`src/rtl/slw_cfg.svh`:
```
// Constants of the strap latch and wake signalling block.
// Assumes inclusion by bare name from files under rtl/.
`ifndef SLW_CFG_SVH
`define SLW_CFG_SVH

`define SLW_OFF_CTRL 8'h00
`define SLW_OFF_STRAP 8'h04
`define SLW_OFF_INT_STATUS 8'h08
`define SLW_OFF_INT_MASK 8'h0C

`define SLW_CTRL_PME_BIT 0
`define SLW_CTRL_APM_BIT 1
`define SLW_CTRL_RESET 2'h0

`define SLW_STRAP_EEPROM_BIT 0
`define SLW_STRAP_AUX_BIT 1
`define SLW_STRAP_VALID_BIT 2
`define SLW_STRAP_REFOK_BIT 3
`define SLW_STRAP_PWRGOOD_BIT 4

`define SLW_INT_WAKE_BIT 0
`define SLW_INT_LATCH_BIT 1
`define SLW_INT_WIDTH 2
`define SLW_INT_RESET 2'h0

`define SLW_REF_CLOCK_MHZ 100
`define SLW_CORE_CLOCK_LO_MHZ 125
`define SLW_CORE_CLOCK_HI_MHZ 250
`define SLW_REF_LOCK_EDGES 16

`endif

```
`src/rtl/slw_pkg.sv`:
```
// Types shared by the strap latch and wake signalling block.
// Assumes nothing beyond a SystemVerilog compiler.
package slw_pkg;

   typedef struct packed {
      logic memory_type_strap;
      logic aux_power_strap;
   } slw_strap_type;

   typedef struct packed {
      logic mem_is_eeprom;
      logic aux_power_supported;
   } slw_cfg_type;

   typedef struct packed {
      logic ref_clock_pos;
      logic ref_clock_neg;
   } slw_refclk_type;

endpackage : slw_pkg

```
`src/rtl/slw_refclk_mon.sv`:
```
// Reference clock monitor standing in for the link core clock generator.
// Assumes the reference pair is sampled synchronously to pclk.
`timescale 1ns/1ps
`include "slw_cfg.svh"
module slw_refclk_mon #(
   parameter int LOCK_EDGES = `SLW_REF_LOCK_EDGES
) (
   input wire logic pclk,
   input wire logic presetn,
   input wire logic run,
   input wire slw_pkg::slw_refclk_type ref_clock,
   output logic ref_ok
);
   import slw_pkg::*;

   logic ref_q;
   logic [7:0] edge_count;
   wire ref_level = ref_clock.ref_clock_pos & ~ref_clock.ref_clock_neg;
   wire ref_edge = ref_level ^ ref_q;
   wire lock_hit = edge_count == 8'(LOCK_EDGES - 1);

   // Core clocks are only declared good after a run of reference edges.
   always_ff @(posedge pclk or negedge presetn) begin
      if (!presetn) begin
         ref_q <= 1'b0;
         edge_count <= 8'h00;
         ref_ok <= 1'b0;
      end else begin
         ref_q <= ref_level;
         if (!run) begin
            edge_count <= 8'h00;
            ref_ok <= 1'b0;
         end else if (ref_edge && !ref_ok) begin
            edge_count <= edge_count + 8'h01;
            ref_ok <= lock_hit;
         end
      end
   end

endmodule : slw_refclk_mon

```
`src/rtl/slw_top.sv`:
```
// Strap capture, wake request and APB registers of the network controller.
// Assumes APB master on pclk and pins synchronous to pclk.
`timescale 1ns/1ps
`include "slw_cfg.svh"
module slw_top (
   input wire logic pclk,
   input wire logic presetn,
   input wire logic psel,
   input wire logic penable,
   input wire logic pwrite,
   input wire logic [7:0] paddr,
   input wire logic [31:0] pwdata,
   output logic [31:0] prdata,
   output logic pready,
   output logic pslverr,
   input wire logic power_clock_good_reset_n,
   input wire slw_pkg::slw_strap_type strap_pins,
   input wire slw_pkg::slw_refclk_type ref_clock,
   input wire logic wake_event,
   output logic scan_clock,
   output logic scan_mode_select,
   output logic wake_request_n_out,
   output logic wake_request_n_oe,
   output slw_pkg::slw_cfg_type strap_cfg,
   output logic power_good,
   output logic irq
);
   import slw_pkg::*;

   logic rst_q;
   logic cfg_valid;
   slw_strap_type shadow;
   logic [1:0] ctrl;
   logic [1:0] int_status;
   logic [1:0] int_mask;
   logic ref_ok;

   function automatic logic hit(input logic [7:0] a, input logic [7:0] off);
      hit = a == off;
   endfunction : hit

   wire in_window = !power_clock_good_reset_n;
   wire release_edge = power_clock_good_reset_n && !rst_q;
   wire access = psel && penable && !pready;
   // Writes land at the edge that samples ready, which ends the transfer.
   wire done = psel && penable && pready;
   wire wr = done && pwrite;
   wire sel_ctrl = hit(paddr, `SLW_OFF_CTRL);
   wire sel_strap = hit(paddr, `SLW_OFF_STRAP);
   wire sel_ist = hit(paddr, `SLW_OFF_INT_STATUS);
   wire sel_imask = hit(paddr, `SLW_OFF_INT_MASK);
   wire mapped = sel_ctrl | sel_strap | sel_ist | sel_imask;
   wire wake_enabled = ctrl[`SLW_CTRL_PME_BIT] | ctrl[`SLW_CTRL_APM_BIT];
   wire wake_set = wake_event && wake_enabled;
   wire [1:0] set_bits = {release_edge, wake_set};
   wire [1:0] clr_bits = (wr && sel_ist) ? pwdata[1:0] : 2'h0;
   // A set arriving with a clear is kept.
   wire [1:0] next_int_status = (int_status & ~clr_bits) | set_bits;
   wire [31:0] strap_word = {27'h0, power_good, ref_ok, cfg_valid,
                             strap_cfg.aux_power_supported,
                             strap_cfg.mem_is_eeprom};
   wire [31:0] next_rdata = sel_ctrl ? {30'h0, ctrl} :
                            sel_strap ? strap_word :
                            sel_ist ? {30'h0, int_status} :
                            sel_imask ? {30'h0, int_mask} : 32'h0;

   slw_refclk_mon u_refclk (
      .pclk(pclk),
      .presetn(presetn),
      .run(power_clock_good_reset_n),
      .ref_clock(ref_clock),
      .ref_ok(ref_ok)
   );

   // Strap shadow follows the pins only while the reset input is low.
   always_ff @(posedge pclk or negedge presetn) begin
      if (!presetn) begin
         // A reset input already high at start-up is not a release.
         rst_q <= 1'b1;
         shadow <= '0;
         strap_cfg <= '0;
         cfg_valid <= 1'b0;
         power_good <= 1'b0;
      end else begin
         rst_q <= power_clock_good_reset_n;
         power_good <= power_clock_good_reset_n;
         if (in_window) begin
            shadow <= strap_pins;
            cfg_valid <= 1'b0;
         end
         if (release_edge) begin
            strap_cfg.mem_is_eeprom <= shadow.memory_type_strap;
            strap_cfg.aux_power_supported <= shadow.aux_power_strap;
            cfg_valid <= 1'b1;
         end
      end
   end

   // Scan port sees the pins only outside the sampling window.
   always_ff @(posedge pclk or negedge presetn) begin
      if (!presetn) begin
         scan_clock <= 1'b0;
         scan_mode_select <= 1'b0;
      end else begin
         scan_clock <= in_window ? 1'b0 : strap_pins.aux_power_strap;
         scan_mode_select <= in_window ? 1'b0 :
                             strap_pins.memory_type_strap;
      end
   end

   // The wake pin only ever pulls low; the data bit stays zero.
   always_ff @(posedge pclk or negedge presetn) begin
      if (!presetn) begin
         wake_request_n_out <= 1'b0;
         wake_request_n_oe <= 1'b0;
      end else begin
         wake_request_n_out <= 1'b0;
         wake_request_n_oe <= next_int_status[`SLW_INT_WAKE_BIT];
      end
   end

   // Control and mask change only at the edge that completes a write.
   always_ff @(posedge pclk or negedge presetn) begin
      if (!presetn) begin
         ctrl <= `SLW_CTRL_RESET;
         int_status <= `SLW_INT_RESET;
         int_mask <= `SLW_INT_RESET;
         irq <= 1'b0;
      end else begin
         int_status <= next_int_status;
         irq <= |(next_int_status & int_mask);
         if (wr && sel_ctrl) begin
            ctrl <= pwdata[1:0];
         end
         if (wr && sel_imask) begin
            int_mask <= pwdata[1:0];
         end
      end
   end

   // Every access has one wait state; the answer stands for one cycle.
   always_ff @(posedge pclk or negedge presetn) begin
      if (!presetn) begin
         pready <= 1'b0;
         pslverr <= 1'b0;
         prdata <= 32'h0;
      end else begin
         pready <= access;
         pslverr <= access && !mapped;
         prdata <= (access && !pwrite) ? next_rdata : 32'h0;
      end
   end

   // Counts cycles since the latch so the hold check starts after it.
   logic [3:0] hold_count;
   always_ff @(posedge pclk or negedge presetn) begin
      if (!presetn) begin
         hold_count <= 4'h0;
      end else if (power_clock_good_reset_n && cfg_valid &&
                   hold_count != 4'hF) begin
         hold_count <= hold_count + 4'h1;
      end else if (!power_clock_good_reset_n) begin
         hold_count <= 4'h0;
      end
   end
endmodule : slw_top

```
`config.mk`:
```
export PLATFORM = sky130hd
export DESIGN_NAME = slw_top
export DESIGN_NICKNAME = d
export VERILOG_FILES = /design/src/rtl/slw_pkg.sv /design/src/rtl/slw_refclk_mon.sv /design/src/rtl/slw_top.sv
export VERILOG_INCLUDE_DIRS = /design/src /design/src/rtl
export SDC_FILE = /design/constraint.sdc
export NUM_CORES = 1
export LEC_CHECK = 0
export ABC_AREA = 1
export BUFFER_PORTS_ARGS = -buffer_cell sky130_fd_sc_hd__buf_2
export CAP_MARGIN = 20
export CELL_PAD_IN_SITES_DETAIL_PLACEMENT = 0
export CELL_PAD_IN_SITES_GLOBAL_PLACEMENT = 2
export CORE_MARGIN = 10
export CORE_UTILIZATION = 26
export DETAILED_ROUTE_END_ITERATION = 10
export GPL_TIMING_DRIVEN = 1
export HOLD_SLACK_MARGIN = 0.06
export PLACE_DENSITY = 0.9
export SKIP_LAST_GASP = 1
export SYNTH_ARGS = -nofsm -noshare
export SYNTH_HDL_FRONTEND = slang
export SYNTH_HIERARCHICAL = 1
export SYNTH_SLANG_ARGS = --single-unit
```
`constraint.sdc`:
```
create_clock -name pclk -period 2.6 [get_ports pclk]
set_input_delay 0.26 -clock pclk [delete_from_list [all_inputs] [get_ports pclk]]
set_output_delay 0.26 -clock pclk [all_outputs]
set_load 0.03 [all_outputs]
```
==> flow_metrics.py <==
metrics = {
    "status": {
        "status": "completed",
    },
    "cts": {
        "post_cts_resized": 0,
        "root_buffer": "clkbuf_8",
        "clk_pin_slew_ns": 0.07,
        "cts_max_path_buffers": 2,
        "hold_buffers": 0,
        "cts.htree.levels": 2,
        "cts_tree": "done",
        "cts_made_buffers": 5,
        "clkSinkCount": 33,
        "cts_setup_buffers": 0,
        "clk_latency_ns": 0.28,
    },
    "route": {
        "viasPerCell": 4.07,
        "drt_first_pass_iters": 4,
        "ant_nets": 0,
        "drc": 0,
        "wirelength_mm": 3.94,
        "drtIter0Drc": 44,
        "vias": 1380,
        "wl_per_cell_microns": 11.6,
    },
    "power": {
        "totalPowerFinal_mw": 1.14,
        "peakVddDrop_uv": 188,
        "leakage_nw": 1.12,
        "cellPowerDensity_nw_per_um2": 555,
    },
    "floorplan": {
        "row_count": 30,
        "die_x_microns": 103,
        "dieHeight_microns": 103,
        "pin_count": 93,
        "die-area_sq_um": 10600,
        "core_sq_um": 6760,
        "start_util_pct": 26.5,
    },
    "global_routing": {
        "grt_pass1_vias": 1398,
        "grt_max_degree": 34,
        "antenna_found_initial": 0,
        "overflow": 0,
        "grt_pass1_wl_mm": 6.41,
        "grt_usage_pct": 7.51,
    },
    "sta": {
        "fin_tns_setup_ns": 0,
        "timing.final.setup_violations": 0,
        "hold_viol_final": 0,
        "period_needed_ns": 1.16,
        "rsz0062_at_grt": "no",
        "worstMarginPinSlew_ns": 0.724,
        "finalMaxSlewViolations": 0,
        "slew_headroom_pct": 51.7,
        "skew_ns": 0.00711,
        "max_freq_mhz": 865,
        "timing.final.crit_share_pct": 44.5,
    },
    "finish": {
        "final-seq-area_sq_um": 827,
        "fin_area_sq_um": 2050,
        "drive_above_1_share_pct": 25.5,
        "nFillCells": 732,
        "multi_input_area_sq_um": 752,
        "diodes": 0,
        "areaGrowthSynthToFinish_pct": 14.2,
        "nNetsFinal": 310,
    },
    "critical_path": {
        "critPathLaunchType": "flip-flop",
        "crit_arrival_ns": 1.32,
        "critPathRequiredTime_ns": 2.77,
        "worstSetupEndpointType": "flip-flop",
        "reg2reg_depth": 6,
        "r2r-end": "u_refclk/edge_count[4]",
        "worst_path_most_repeated_cell": "nand3_1",
        "r2r_slack_ns": 1.44,
        "path_buf_inv": 1,
        "path_cells": "ha_1, nand3_1, xor2_1, inv_1, nand3_1, nand2_1",
        "reg2reg_from": "u_refclk/edge_count[0]",
        "path_class": "reg2reg",
        "cp_slowest_stage_delay_ns": 0.41,
        "path_max_fanout": 4,
        "crit_slowest_cell": "dfrtp_1",
        "path_delay_family": "flip-flops",
    },
    "logic_synthesis": {
        "yosys_warnings": 6,
        "avgSynthCellArea_sq_um": 8.19,
        "netlist_area_sq_um": 1790,
        "yosysSeqAreaShare_pct": 46.1,
        "syn_inst": 219,
        "ys_ff_latch": 33,
        "ys_types": 27,
    },
    "placed_design": {
        "place.gp.congestion": 0.774,
        "portBuffers": 34,
        "hpwl_mm": 3.10,
        "placed_area_sq_um": 1950,
    },
    "job": {
        "max_cap_viol_count": 0,
    },
    "min_path": {
        "hp-class": "in2async",
    },
}
cells in the mapped netlist, drive strengths merged:
cell type,instances,share of area (%)
a21oi,2,0.77
and3,1,0.42
buf,29,12
clkinv,1,0.21
conb,1,0.21
dfrtp,32,45
dfstp,1,1.5
ha,1,0.70
inv,25,5.2
nand2,63,14
nand3,18,5.3
nand4,5,1.7
nor2,23,7.8
nor3,2,0.56
o21ai,12,3.6
or2,2,0.70
xor2,1,0.49
metrics by stage:
step / setup WS (ns) / utilization [%] / hold WS, ns / instances
global placement: 1.29 / 28.8 / 0.369 / 331
detailed placement: 1.28 / 28.8 / 0.377 / 331
finish: 1.44 / 30.3 / 0.0373 / 339
CTS: 1.43 / 30.3 / 0.0677 / 339
floorplan: 1.39 / - / -0.0356 / 246
global route: 1.32 / 30.3 / 0.0919 / 339
report_power, final:
group,switching [mW],internal [mW],total [mW]
registers,0.0126,0.533,0.545
clock network,0.181,0.239,0.420
logic,0.136,0.0345,0.170
cells by family (layout without fill, tap and decap cells):
family / after synthesis / after routing / share of synthesized area, %
compound gates: 14 / 14 / 4.33
xor+xnor: 1 / 1 / 0.489
fa+ha+maj: 1 / 1 / 0.698
buf+inv: 55 / 68 / 17.6
flops: 33 / 33 / 46.1
other cells: 1 / 28 / 0.209
simple gates: 114 / 114 / 30.6
cells in the final DEF, fill, tap and decap left out:
cell	Yosys	routed
a21oi_1	1	1
a21oi_2	1	1
and3_2	1	1
buf_2	0	34
clkbuf_8	0	7
clkinv_1	1	1
clkinv_2	0	1
conb_1	1	28
dfrtp_1	32	32
dfstp_2	1	1
ha_1	1	1
inv_1	22	22
inv_2	3	3
nand2_1	59	59
nand2_2	3	3
nand2_4	1	1
nand3_1	17	17
nand3_2	1	1
nand4_1	5	5
nor2_1	13	13
nor2_2	6	6
nor2_4	3	3
nor2_8	1	1
nor3_1	2	2
o21ai_0	8	8
o21ai_1	3	3
o21ai_2	1	1
or2_2	2	2
xor2_1	1	1
area by class of cell:
class | count | share of cell area (%)
timing repair buffer | 34 | 8.31
multi-input combinational | 158 | 36.7
tap | 80 | 4.89
sequential | 33 | 40.4
clock buffer | 7 | 4.70
inverter | 26 | 4.76
clock inverter | 1 | 0.244
layer usage:
layer | GRT usage, % | part of all wire [%]
met5 | 0 | 0
met2 | 11.9 | 46
met1 | 9.43 | 47
met3 | 2.55 | 6.5
met4 | 2.25 | 0.58
worst max path at each step:
stage                        startpoint                      to  slack, ns  depth (start not counted)
2_1_floorplan                    pready                     irq       1.39                          7
3_5_place_dp   power_clock_good_reset_n                     irq       1.28                          6
5_1_grt          u_refclk/edge_count[0]  u_refclk/edge_count[4]       1.32                          6
4_1_cts                  u_refclk/ref_q  u_refclk/edge_count[6]       1.43                          6
6_report         u_refclk/edge_count[0]  u_refclk/edge_count[4]       1.44                          6
3_3_place_gp   power_clock_good_reset_n                     irq       1.29                          6
flip-flops by register name, indices dropped and copies added, names as in the netlist, 2 cells and up:
register             cells
prdata                   5
ctrl                     2
int_mask                 2
strap_cfg                2
shadow                   2
u_refclk/edge_count      8
int_status               2
No activity file was read; power rests on OpenSTA's default activity.
